<file path="config.mk">
export PLATFORM = sky130hd
export DESIGN_NAME = eipc_ctrl
export DESIGN_NICKNAME = d
export VERILOG_FILES = /design/src/verilog/eipc_pkg.sv /design/src/verilog/eipc_sync_if.sv /design/src/verilog/eipc_pin_sync.sv /design/src/verilog/eipc_ctrl.sv
export SDC_FILE = /design/constraint.sdc
export NUM_CORES = 1
export LEC_CHECK = 0
export ABC_AREA = 1
export BUFFER_PORTS_ARGS = -buffer_cell sky130_fd_sc_hd__buf_2
export CORE_AREA = 8 8 92 94
export CTS_BUF_LIST = sky130_fd_sc_hd__clkbuf_4 sky130_fd_sc_hd__clkbuf_8
export CTS_CLUSTER_DIAMETER = 30
export CTS_CLUSTER_SIZE = 28
export DETAILED_ROUTE_END_ITERATION = 12
export DIE_AREA = 0 0 100 102
export PLACE_DENSITY_LB_ADDON = 0.05
export SYNTH_ARGS = -nofsm -noshare
export SYNTH_HDL_FRONTEND = slang
export SYNTH_HIERARCHICAL = 1
export SYNTH_SLANG_ARGS = --single-unit
</file>
<file path="constraint.sdc">
create_clock -name clock_i -period 5.3 [get_ports clock_i]
set_input_delay 0.53 -clock clock_i [delete_from_list [all_inputs] [get_ports clock_i]]
set_output_delay 0.53 -clock clock_i [all_outputs]
set_load 0.01 [all_outputs]
</file>
<file path="src/verilog/eipc_pkg.sv">
// Overview of operation
// Interrupt return clears level status, pops PC.
// Subroutine return restores PC, keeps status.
// Trigger type 0: low pin level requests.
// Trigger type 1: high-then-low sample sets flag.
// Source holds each level twelve oscillator periods.
// Edge source: high one cycle, low one.
// Edge flag cleared by hardware call.
// Level source holds until call, releases before return.
// Pins inverted, latched at state5_phase2, polled next.
// Hardware call next, lasting two machine cycles.
// Acknowledge waits for instruction final cycle.
// Return or enable/priority access: wait one more.
// Block while equal or higher level in progress.
// Single source response between three and nine.
// Level from high bit and low priority bit; source 6 has no bits, fixed at level 0.
// Call pushes PC, no status word, loads vector.
// Call clears external flag only in edge mode.
// Equal levels resolved by fixed polling order.
package eipc_pkg;
    localparam int NUM_SRC = 7;
    localparam int OSC_PER_MCYCLE = 12;
    localparam int CLK_PER_OSC = 1;
    localparam int CALL_MCYCLES = 2;
    localparam logic [15:0] VEC_BASE = 16'h0003;
    localparam logic [15:0] VEC_STEP = 16'h0008;
    localparam logic [3:0] PHASE_STATE5_PHASE2 = 4'h9;
    localparam logic [3:0] IP_RESET = 4'h0;
    typedef enum logic [1:0] {
        EIPC_IDLE = 2'b00,
        EIPC_CALL1 = 2'b01,
        EIPC_CALL2 = 2'b11
    } eipc_state_t;
endpackage

</file>
<file path="src/verilog/eipc_sync_if.sv">
`timescale 1ns/10ps
`default_nettype none
interface eipc_sync_if;
    logic [1:0] pin_n;
    logic [1:0] level_n;
    modport sync (input pin_n, output level_n);
    modport user (output pin_n, input level_n);
endinterface
`default_nettype wire

</file>
<file path="src/verilog/eipc_pin_sync.sv">
`timescale 1ns/10ps
`default_nettype none
module eipc_pin_sync (
    input wire logic clock_i,
    input wire logic rst_n_i,
    eipc_sync_if.sync port
);
    logic [1:0] s1_reg;
    logic [1:0] s2_reg;
    logic [1:0] s3_reg;
    logic [1:0] lvl_reg;
    always_ff @(posedge clock_i or negedge rst_n_i) begin
        if (!rst_n_i) begin
            s1_reg <= 2'h3;
            s2_reg <= 2'h3;
            s3_reg <= 2'h3;
        end else begin
            s1_reg <= port.pin_n;
            s2_reg <= s1_reg;
            s3_reg <= s2_reg;
        end
    end
    // Change accepted once stages two and three agree
    always_ff @(posedge clock_i or negedge rst_n_i) begin
        if (!rst_n_i) begin
            lvl_reg <= 2'h3;
        end else begin
            for (int i = 0; i < 2; i++) begin
                if (s2_reg[i] == s3_reg[i]) begin
                    lvl_reg[i] <= s3_reg[i];
                end
            end
        end
    end
    assign port.level_n = lvl_reg;
endmodule
`default_nettype wire

</file>
<file path="src/verilog/eipc_ctrl.sv">
`timescale 1ns/10ps
`default_nettype none
module eipc_ctrl #(
    parameter int MCYCLE_CLKS = eipc_pkg::OSC_PER_MCYCLE * eipc_pkg::CLK_PER_OSC
) (
    input wire logic clock_i,
    input wire logic rst_n_i,
    input wire logic [1:0] ext_request_pin_n_i,
    input wire logic ext0_trigger_type_i,
    input wire logic ext1_trigger_type_i,
    input wire logic [6:0] interrupt_enable_bits_i,
    input wire logic [5:0] priority_low_bits_i,
    input wire logic [5:0] priority_high_bits_i,
    input wire logic [4:0] int_source_req_i,
    input wire logic instr_last_cycle_i,
    input wire logic instr_defer_next_i,
    input wire logic interrupt_return_instr_i,
    input wire logic subroutine_return_instr_i,
    input wire logic [15:0] pc_i,
    input wire logic [15:0] stack_pc_i,
    output logic mcycle_o,
    output logic ext0_request_flag_o,
    output logic ext1_request_flag_o,
    output logic [3:0] in_progress_o,
    output logic call_active_o,
    output logic push_o,
    output logic [15:0] push_data_o,
    output logic pop_o,
    output logic pc_load_o,
    output logic [15:0] pc_load_value_o,
    output logic [2:0] ack_source_o
);
    initial begin
        if (MCYCLE_CLKS < 10 || MCYCLE_CLKS > 16) begin
            $error("MCYCLE_CLKS must lie in 10..16");
        end
    end

    ////////////////////////////////////////////////////////////////
    // Machine cycle divider
    logic [3:0] phase_reg;
    logic state5_phase2;
    logic cyc_end;
    assign cyc_end = (phase_reg == 4'(MCYCLE_CLKS - 1));
    assign state5_phase2 = (phase_reg == eipc_pkg::PHASE_STATE5_PHASE2);
    always_ff @(posedge clock_i or negedge rst_n_i) begin
        if (!rst_n_i) begin
            phase_reg <= 4'h0;
        end else begin
            phase_reg <= cyc_end ? 4'h0 : phase_reg + 4'h1;
        end
    end
    always_ff @(posedge clock_i or negedge rst_n_i) begin
        if (!rst_n_i) begin
            mcycle_o <= 1'b0;
        end else begin
            mcycle_o <= cyc_end;
        end
    end

    ////////////////////////////////////////////////////////////////
    // Pin sampling
    eipc_sync_if sif ();
    assign sif.pin_n = ext_request_pin_n_i;
    eipc_pin_sync u_sync (
        .clock_i(clock_i),
        .rst_n_i(rst_n_i),
        .port(sif.sync)
    );

    logic [1:0] trig;
    logic [1:0] prev_reg;
    logic [1:0] flag_reg;
    logic [1:0] ext_clr;
    assign trig = {ext1_trigger_type_i, ext0_trigger_type_i};
    always_ff @(posedge clock_i or negedge rst_n_i) begin
        if (!rst_n_i) begin
            prev_reg <= 2'h3;
        end else if (state5_phase2) begin
            prev_reg <= sif.level_n;
        end
    end
    always_ff @(posedge clock_i or negedge rst_n_i) begin
        if (!rst_n_i) begin
            flag_reg <= 2'h0;
        end else begin
            for (int i = 0; i < 2; i++) begin
                if (!trig[i]) begin
                    // Level mode mirrors inverted pin every sample
                    if (state5_phase2) flag_reg[i] <= ~sif.level_n[i];
                end else if (state5_phase2 && prev_reg[i] && !sif.level_n[i]) begin
                    flag_reg[i] <= 1'b1;
                end else if (ext_clr[i]) begin
                    flag_reg[i] <= 1'b0;
                end
            end
        end
    end
    assign ext0_request_flag_o = flag_reg[0];
    assign ext1_request_flag_o = flag_reg[1];

    ////////////////////////////////////////////////////////////////
    // Priority resolution, polled in the cycle after latching
    logic [6:0] req;
    logic [1:0] lvl [7];
    logic [6:0] pend;
    logic found;
    logic [2:0] sel;
    logic [1:0] sel_lvl;
    logic [6:0] poll_reg;
    assign req = {int_source_req_i[4:1], flag_reg[1], int_source_req_i[0], flag_reg[0]};
    // Snapshot at cycle end, so a flag latched now is polled next cycle
    // Mask keeps a flag cleared by the call from being taken again
    always_ff @(posedge clock_i or negedge rst_n_i) begin
        if (!rst_n_i) begin
            poll_reg <= 7'h00;
        end else if (cyc_end) begin
            poll_reg <= req & ~{4'h0, ext_clr[1], 1'b0, ext_clr[0]};
        end
    end
    generate
        for (genvar g = 0; g < 6; g++) begin : g_lvl
            assign lvl[g] = {priority_high_bits_i[g], priority_low_bits_i[g]};
        end
    endgenerate
    assign lvl[6] = 2'h0;
    assign pend = poll_reg & interrupt_enable_bits_i;

    logic [3:0] ip_reg;
    always_comb begin
        found = 1'b0;
        sel = 3'h0;
        sel_lvl = 2'h0;
        // Highest level first, lowest index wins a tie
        for (int l = 3; l >= 0; l--) begin
            for (int s = 0; s < 7; s++) begin
                if (!found && pend[s] && lvl[s] == 2'(l)) begin
                    found = 1'b1;
                    sel = 3'(s);
                    sel_lvl = 2'(l);
                end
            end
        end
    end
    logic blocked;
    assign blocked = |(ip_reg >> sel_lvl);

    ////////////////////////////////////////////////////////////////
    // Acknowledge and hardware call
    eipc_pkg::eipc_state_t state_reg;
    logic defer_reg;
    logic ack;
    logic [2:0] src_reg;
    assign ack = cyc_end && state_reg == eipc_pkg::EIPC_IDLE && found && !blocked
        && instr_last_cycle_i && !defer_reg && !instr_defer_next_i;
    always_ff @(posedge clock_i or negedge rst_n_i) begin
        if (!rst_n_i) begin
            defer_reg <= 1'b0;
        end else if (cyc_end && instr_last_cycle_i) begin
            defer_reg <= instr_defer_next_i;
        end
    end
    always_ff @(posedge clock_i or negedge rst_n_i) begin
        if (!rst_n_i) begin
            state_reg <= eipc_pkg::EIPC_IDLE;
        end else if (cyc_end) begin
            unique case (state_reg)
                eipc_pkg::EIPC_IDLE: if (ack) state_reg <= eipc_pkg::EIPC_CALL1;
                eipc_pkg::EIPC_CALL1: state_reg <= eipc_pkg::EIPC_CALL2;
                eipc_pkg::EIPC_CALL2: state_reg <= eipc_pkg::EIPC_IDLE;
                default: state_reg <= eipc_pkg::EIPC_IDLE;
            endcase
        end
    end
    always_ff @(posedge clock_i or negedge rst_n_i) begin
        if (!rst_n_i) begin
            src_reg <= 3'h0;
        end else if (ack) begin
            src_reg <= sel;
        end
    end
    logic call_done;
    assign call_done = cyc_end && state_reg == eipc_pkg::EIPC_CALL2;
    always_comb begin
        ext_clr = 2'h0;
        if (call_done && src_reg == 3'h0 && trig[0]) ext_clr[0] = 1'b1;
        if (call_done && src_reg == 3'h2 && trig[1]) ext_clr[1] = 1'b1;
    end

    ////////////////////////////////////////////////////////////////
    // In-progress levels
    logic [1:0] cur_lvl;
    always_comb begin
        cur_lvl = 2'h0;
        for (int l = 0; l < 4; l++) begin
            if (ip_reg[l]) cur_lvl = 2'(l);
        end
    end
    always_ff @(posedge clock_i or negedge rst_n_i) begin
        if (!rst_n_i) begin
            ip_reg <= eipc_pkg::IP_RESET;
        end else if (ack) begin
            ip_reg[sel_lvl] <= 1'b1;
        end else if (interrupt_return_instr_i) begin
            ip_reg[cur_lvl] <= 1'b0;
        end
        // Subroutine return leaves ip_reg untouched on purpose
    end
    assign in_progress_o = ip_reg;

    ////////////////////////////////////////////////////////////////
    // Stack and program counter strobes, all registered
    always_ff @(posedge clock_i or negedge rst_n_i) begin
        if (!rst_n_i) begin
            call_active_o <= 1'b0;
            push_o <= 1'b0;
            push_data_o <= 16'h0000;
            pop_o <= 1'b0;
            pc_load_o <= 1'b0;
            pc_load_value_o <= 16'h0000;
            ack_source_o <= 3'h0;
        end else begin
            call_active_o <= (state_reg != eipc_pkg::EIPC_IDLE) || ack;
            push_o <= ack;
            pop_o <= interrupt_return_instr_i || subroutine_return_instr_i;
            pc_load_o <= call_done || interrupt_return_instr_i || subroutine_return_instr_i;
            if (ack) begin
                push_data_o <= pc_i;
                ack_source_o <= sel;
            end
            if (call_done) begin
                pc_load_value_o <= eipc_pkg::VEC_BASE + 16'(src_reg) * eipc_pkg::VEC_STEP;
            end else if (interrupt_return_instr_i || subroutine_return_instr_i) begin
                pc_load_value_o <= stack_pc_i;
            end
        end
    end
endmodule
`default_nettype wire

</file>
**Word-level counts from Yosys, hierarchy flattened**

Index checks and enable logic that the tools add are counted.

- Bits of input ports: 66
- Memory bits (read-only): 0
- Memories: 0
- Memory bits (writable): 0
- Bits in registers: 70
- Word-level logic and storage cells: 278
- Output and inout port bits: 46
- Bits in latches: 0

- Equal/unequal tests: 28
- Bitwise operators: 8
- $lt $le $gt $ge: 4
- Divide/modulo/power cells: 0
- Mux-type cells: 98
- Reductions and logical operators: 116
- $mul: 0
- Add/subtract/negate cells: 2
- Shifts and indexed selects: 1

Operators by type and width:

| cell | number |
|---|---|
| $mux 3 | 23 |
| $logic_and 1x1->1 | 66 |
| $mux 2 | 28 |
| $mux 1 | 39 |
| $mux 16 | 2 |
| $logic_not 1->1 | 29 |
| $eq 2x2->1 const B | 13 |
| $and 7x7->7 | 2 |
| $eq 2x1->1 const B | 7 |
| $logic_not 2->1 | 7 |
| $mux 4 | 3 |
| $reduce_bool 2->1 | 5 |
| $eq 4x4->1 const B | 2 |
| $add 2x6->7 const A | 1 |
| $not 3->7 | 1 |
| $lt 2x3->1 const B | 2 |
| $ne 3x1->1 const B | 2 |
| $reduce_and 2->1 | 3 |
| $add 4x1->4 const B | 1 |
| $and 4x4->4 | 1 |
| $demux 1 s2 | 2 |
| $ge 2x1->1 const B | 2 |
| $logic_or 1x1->1 | 4 |
| $not 4->4 | 1 |
| 9 further kinds | 11 |

**Depth between registers and ports, before layout**

- Word-level depth: 107
- Gate-level depth with buffers: 20

**By module**

Netlist, hierarchy kept.

Modules (own cells, without submodules):

| module | area an instance (um^2) | cells an instance | instances |
|---|---|---|---|
| eipc_ctrl | 3163.0 | 402 | 1 |
| eipc_pin_sync | 242.7 | 16 | 1 |

**Worst setup path after synthesis**

No wires, ideal clock.

- Kind: in2reg
- Start: in interrupt_enable_bits_i[1]
- End: reg ack_source_o[0]
- Required time: 5184 ps
- Slack: 2734 ps
- Arrival: 2449 ps
- Buffers on the path: 1
- Cell stages on the path: 19
- Setup time: 116 ps
- Cells stage by stage: nand2_1 -> nor2_1 -> nor2_2 -> nand2_1 -> nor2_2 -> nand4_2 -> nor2_4 -> nand4_4 -> nor2_4 -> nand4_2 -> nor2_2 -> nand4_2 -> nor2_4 -> nand4_2 -> nand4_4 -> inv_2 -> buf_6 -> nand2_1 -> nand2_1

- Cells in the longest elaborated chain, start to end: 102

RTL lines:

| what | line | source |
|---|---|---|
| start, declared | eipc_ctrl.sv:11 | `input wire logic [6:0] interrupt_enable_bits_i,` |
| $and 7x7->7 * | eipc_ctrl.sv:127 | `assign pend = poll_reg & interrupt_enable_bits_i;` |
| $logic_and 1x1->1 (2 in a row) | eipc_ctrl.sv:137 | `if (!found && pend[s] && lvl[s] == 2'(l)) begin` |
| $mux 1 | eipc_ctrl.sv:137 |  |
| $logic_not 1->1 | eipc_ctrl.sv:137 |  |
| $logic_and 1x1->1 (2 in a row) | eipc_ctrl.sv:137 |  |
| $mux 1 | eipc_ctrl.sv:137 |  |
| $logic_not 1->1 | eipc_ctrl.sv:137 |  |
| $logic_and 1x1->1 (2 in a row) | eipc_ctrl.sv:137 |  |
| [81 not listed] | - |  |
| $logic_not 1->1 | eipc_ctrl.sv:137 |  |
| $logic_and 1x1->1 | eipc_ctrl.sv:137 |  |
| $mux 2 | eipc_ctrl.sv:137 |  |
| $shr 4x2->4 | eipc_ctrl.sv:146 | `assign blocked = \|(ip_reg >> sel_lvl);` |
| $reduce_or 4->1 | eipc_ctrl.sv:146 |  |
| $logic_not 1->1 | eipc_ctrl.sv:154 | `assign ack = cyc_end && state_reg == eipc_pkg::EIPC_IDLE && found && !blocked` |
| $logic_and 1x1->1 | eipc_ctrl.sv:154 |  |
| $logic_and 1x1->1 (3 in a row) | eipc_ctrl.sv:155 | `&& instr_last_cycle_i && !defer_reg && !instr_defer_next_i;` |
| end signal, assigned | eipc_ctrl.sv:229 | `ack_source_o <= sel;` |
| end, declared | eipc_ctrl.sv:31 | `output logic [2:0] ack_source_o` |

Mark *: on every way between the ends. The rest lies on a longest branch, timed or not.
A chain may end at the register's enable or synchronous reset.

**Worst setup path after layout**

- Start: reg poll_reg[1]
- End: reg ip_reg[1] (netlist: in_progress_o[1])

- Cells in the longest elaborated chain, start to end: 103

RTL lines:

| what | line | source |
|---|---|---|
| start, declared | eipc_ctrl.sv:110 | `logic [6:0] poll_reg;` |
| start signal, assigned | eipc_ctrl.sv:118 | `poll_reg <= req & ~{4'h0, ext_clr[1], 1'b0, ext_clr[0]};` |
| $and 7x7->7 * | eipc_ctrl.sv:127 |  |
| parallel branches: the longest is 102 deep, another holds $logic_and 1x1->1 | - |  |
| end signal, assigned | eipc_ctrl.sv:201 | `ip_reg <= eipc_pkg::IP_RESET;` |
| end, declared | eipc_ctrl.sv:129 | `logic [3:0] ip_reg;` |

Mark *: on every way between the ends.

==> results.rst <==
.. list-table::
   :header-rows: 1

   * - Metric
     - Value
   * - Outcome
     - finished clean
   * - Routed vias/inst
     - 4.77
   * - Setup repair bufs after CTS
     - 0
   * - Clock network fraction of design power
     - 0.383
   * - Pre-CTS setup slack
     - 2.01 ns
   * - Starting utilization of the core area
     - 0.482
   * - Category of the critical setup timing path
     - flip-flop to flip-flop
   * - Number of max-slew violations in the final report
     - 0
   * - Wire length of the first global-routing pass
     - 14.5 mm
   * - Worst reg-to-reg setup slack
     - 2.23 ns
   * - Number of nets in the finished design
     - 598
   * - Cells after DPL
     - 618
   * - Distinct cell type count after synthesis
     - 34
   * - Total via count in the routed design
     - 3024
   * - Total length of routed wires
     - 8.57 mm
   * - Net Sw Power
     - 355 uW
   * - Number of search-and-repair iterations in the first detailed-routing pass
     - 4
   * - Post-DP HPWL
     - 6.48 mm
   * - Number of hold buffers added after CTS
     - 0
   * - Die Wd
     - 100 um
   * - Total of warnings raised by yosys
     - 6
   * - Leakage power
     - 2.36 nW
   * - Cell at the root of the clock tree
     - sky130_fd_sc_hd__clkbuf_8
   * - Area Growth Syn to Fin
     - 24.9%
   * - Global router's overall resource usage
     - 0.178
   * - Cell types occupying the most area after synthesis
     - sky130_fd_sc_hd__dfrtp_1 44%, sky130_fd_sc_hd__nand2_1 12%, sky130_fd_sc_hd__dfstp_2 7.7%, sky130_fd_sc_hd__inv_1 7.6%, sky130_fd_sc_hd__nor2_1 5.5%
   * - Actual transition at the worst max-transition pin
     - 0.868 ns
   * - Max clock buf depth
     - 2
   * - Antenna-violating nets left
     - 0
   * - Async SR Flop Fraction
     - 1.00
   * - Minimum clock period after layout
     - 3.07 ns
   * - Vertical extent of the die
     - 102 um
   * - Type of the worst min-delay path
     - input port to flip-flop
   * - Vias in the first global route
     - 3044
   * - I/O pin count
     - 112
   * - Area of the core region
     - 7060 sq um
   * - Footprint of the flip-flops and latches
     - 1760 sq um
   * - Clock tree sinks
     - 70
   * - Largest area contributor in the netlist
     - sky130_fd_sc_hd__dfrtp_1
   * - Worst r2r path cells
     - 19
   * - Clock slew seen by the registers of the worst setup and hold paths
     - 0.08 ns
   * - Gr ovfl total
     - 0
   * - Setup TNS Final
     - 0 ns
   * - Clk_lat worst skew
     - 0.34 ns
   * - Setup violation total in the final timing report
     - 0
   * - Critical R2R Launch
     - poll_reg[1]
   * - Maximum achievable frequency
     - 0.326 GHz
   * - End point of the critical path
     - in_progress_o[1]
   * - Final core utilization
     - 0.603
   * - Main flop type after synthesis
     - sky130_fd_sc_hd__dfrtp_1
   * - Crit Path Max Fanout
     - 26
   * - Beginning of the critical path
     - poll_reg[1]
   * - Areal power density over the cells
     - 300 nW/um^2
   * - Required time at the endpoint of the critical path
     - 5.58 ns
   * - Placement Rows
     - 31
   * - Port bufs
     - 111
   * - Post-layout power
     - 1.27 mW
   * - Maximum number of pins on one net before global-route repair
     - 71
   * - Number of flops mapped to enable cells by yosys
     - 0
   * - Multi-input logic area
     - 1310 sq um
   * - Critical path launch point type
     - flip-flop
   * - Number of cells produced by synthesis
     - 418
   * - Arrival time at the worst endpoint
     - 3.34 ns
   * - Post-synth net total
     - 486
   * - Final GP Congestion
     - 0.887
   * - Number of CTS-inserted buffers
     - 9
   * - Clock tree from TritonCTS
     - yes
   * - DR DRC count
     - 0
   * - Clock Skews
     - 0.00926 ns
   * - Mean cell area of the mapped netlist
     - 8.15 sq um
   * - Initial antenna violation count
     - 0
   * - Diodes inserted
     - 0
   * - Max-cap violation count
     - 0
   * - Number of non-filler instances in the completed layout
     - 634
   * - Filler Cell Count
     - 680
   * - Setup repair after global routing missed its margin
     - no
   * - Internal Pwr Total
     - 920 uW
   * - Synth Cell Area
     - 3410 sq um
   * - Seq pwr share
     - 0.467
   * - Combinational group share of total power
     - 0.150
   * - Wire length per cell after detailed routing
     - 13.5 um
   * - Total Die Area
     - 10200 sq um
   * - Category of the worst setup path capture point
     - flip-flop
   * - Layout cells sized above 1
     - 0.297
   * - Post-cts repair resize count
     - 0
   * - Worst Slack Setup Final
     - 2.23 ns
   * - Yosys top cell area share
     - 0.441
   * - Reg-to-reg endpoint
     - in_progress_o[1]
   * - Final cycle utilization of the critical path
     - 0.578
   * - Proportion of synthesized chip area in sequential cells
     - 0.518
   * - Synthesized flop and latch total
     - 70
   * - Peak supply drop
     - 0.148 mV
   * - Deepest level of the CTS H-tree
     - 3
   * - Initial detailed-routing violation count
     - 167
   * - Sw frac
     - 0.278
   * - Worst max-slew margin expressed relative to the limit
     - 0.421
   * - Final Hold Vio Count
     - 0
## worst max-delay path, cell delays in order (launching register included)
cell and delay [ns]:
sky130_fd_sc_hd__dfrtp_1 0.39, sky130_fd_sc_hd__nand2_1 0.17, sky130_fd_sc_hd__nor2_1 0.09, sky130_fd_sc_hd__nor2_2 0.11, sky130_fd_sc_hd__nand2_1 0.07, sky130_fd_sc_hd__nor2_2 0.12, sky130_fd_sc_hd__nand4_2 0.13, sky130_fd_sc_hd__nor2_4 0.15
sky130_fd_sc_hd__nand4_4 0.14, sky130_fd_sc_hd__nor2_4 0.13, sky130_fd_sc_hd__nand4_2 0.12, sky130_fd_sc_hd__a21oi_2 0.15, sky130_fd_sc_hd__nor2_1 0.09, sky130_fd_sc_hd__inv_2 0.07, sky130_fd_sc_hd__nand2_1 0.06, sky130_fd_sc_hd__nand2_2 0.08
sky130_fd_sc_hd__nand4_4 0.32, sky130_fd_sc_hd__inv_2 0.40, sky130_fd_sc_hd__nand3_1 0.12, sky130_fd_sc_hd__nand2_1 0.08
## routing by layer
metal	wire length (um)	GRT usage	share of wire	up-vias
met5	0	0	0	-
met4	97	0.0616	0.011	0
met3	690	0.0640	0.081	8
met2	3790	0.266	0.44	95
met1	3990	0.232	0.47	1377
li1	-	-	-	1544
## power groups by stage
stage / logic (mW) / registers, mW / clock network (mW)
final: 0.191 / 0.595 / 0.488
after global routing: 0.218 / 0.600 / 0.520
after CTS: 0.194 / 0.595 / 0.500
after global placement: 0.191 / 0.605 / 0
after detailed placement: 0.193 / 0.605 / 0
after floorplan: 0.0929 / 0.615 / 0
## synth_stat cells (3+ instances only)
library cell / n
sky130_fd_sc_hd__o211ai_1: 3
sky130_fd_sc_hd__nand3_1: 24
sky130_fd_sc_hd__clkbuf_1: 5
sky130_fd_sc_hd__nand4_1: 7
sky130_fd_sc_hd__nand4_2: 4
sky130_fd_sc_hd__nand2_2: 3
sky130_fd_sc_hd__nor2_1: 50
sky130_fd_sc_hd__nand2_1: 108
sky130_fd_sc_hd__a21oi_1: 8
sky130_fd_sc_hd__o21ai_0: 11
sky130_fd_sc_hd__inv_1: 69
sky130_fd_sc_hd__nor3_1: 14
sky130_fd_sc_hd__nor2_2: 4
sky130_fd_sc_hd__dfstp_2: 10
sky130_fd_sc_hd__nor2_4: 3
sky130_fd_sc_hd__a31oi_1: 12
sky130_fd_sc_hd__dfrtp_1: 60
## stage by stage
| stage | cell area, sq um | hold WS (ns) |
|---|---|---|
| floorplan | 3410 | 0.234 |
| global placement | 4030 | 0.345 |
| detailed placement | 4030 | 0.347 |
| CTS | 4250 | 0.261 |
| global route | 4250 | 0.254 |
| finish | 4250 | 0.274 |
## area by class of cell
cell class / count / area share
sequential: 70 / 0.415
multi-input combinational: 266 / 0.308
timing repair buffer: 111 / 0.131
inverter: 72 / 0.0635
clock buffer: 9 / 0.0291
tap: 99 / 0.0291
clock inverter: 7 / 0.0241
## logic make-up (layout without fill, tap and decap cells)
group / count (synthesis) / in the layout / synth area share
compound gates: 42 / 42 / 0.0764
fa+ha+maj: 2 / 2 / 0.00735
buf+inv: 82 / 199 / 0.0970
flops: 70 / 70 / 0.518
mux: 1 / 1 / 0.00331
simple gates: 221 / 221 / 0.298
## worst min path at each step
stage,from,endpoint,slack [ns],cells past startpoint
after floorplan,rst_n_i,ack_source_o[0],0.23,0
after global placement,u_sync/s1_reg[0],u_sync/s2_reg[0],0.35,0
after detailed placement,u_sync/s1_reg[0],u_sync/s2_reg[0],0.35,0
after CTS,ext_request_pin_n_i[1],u_sync/s1_reg[1],0.26,1
after global routing,ext_request_pin_n_i[1],u_sync/s1_reg[1],0.25,1
final,ext_request_pin_n_i[0],u_sync/s1_reg[0],0.27,1
## cells in the final DEF (no fill, tap or decap), drive strengths merged
cell type and count:
a31oi 12, a21oi 9, o31ai 1, nor3 14, nand3 24, o32ai 2, o21ai 11, a211oi 1
clkinvlp 1, dfstp 10, o211ai 3, nor2 57, a2111oi 1, o311ai 1, clkinv 2, inv 74
dfrtp 60, or2 1, mux2 1, buf 111, ha 2, bufinv 2, nand4 13, clkbuf 9
nand2 112, o41ai 1
No activity file was read; power rests on OpenSTA's default activity.
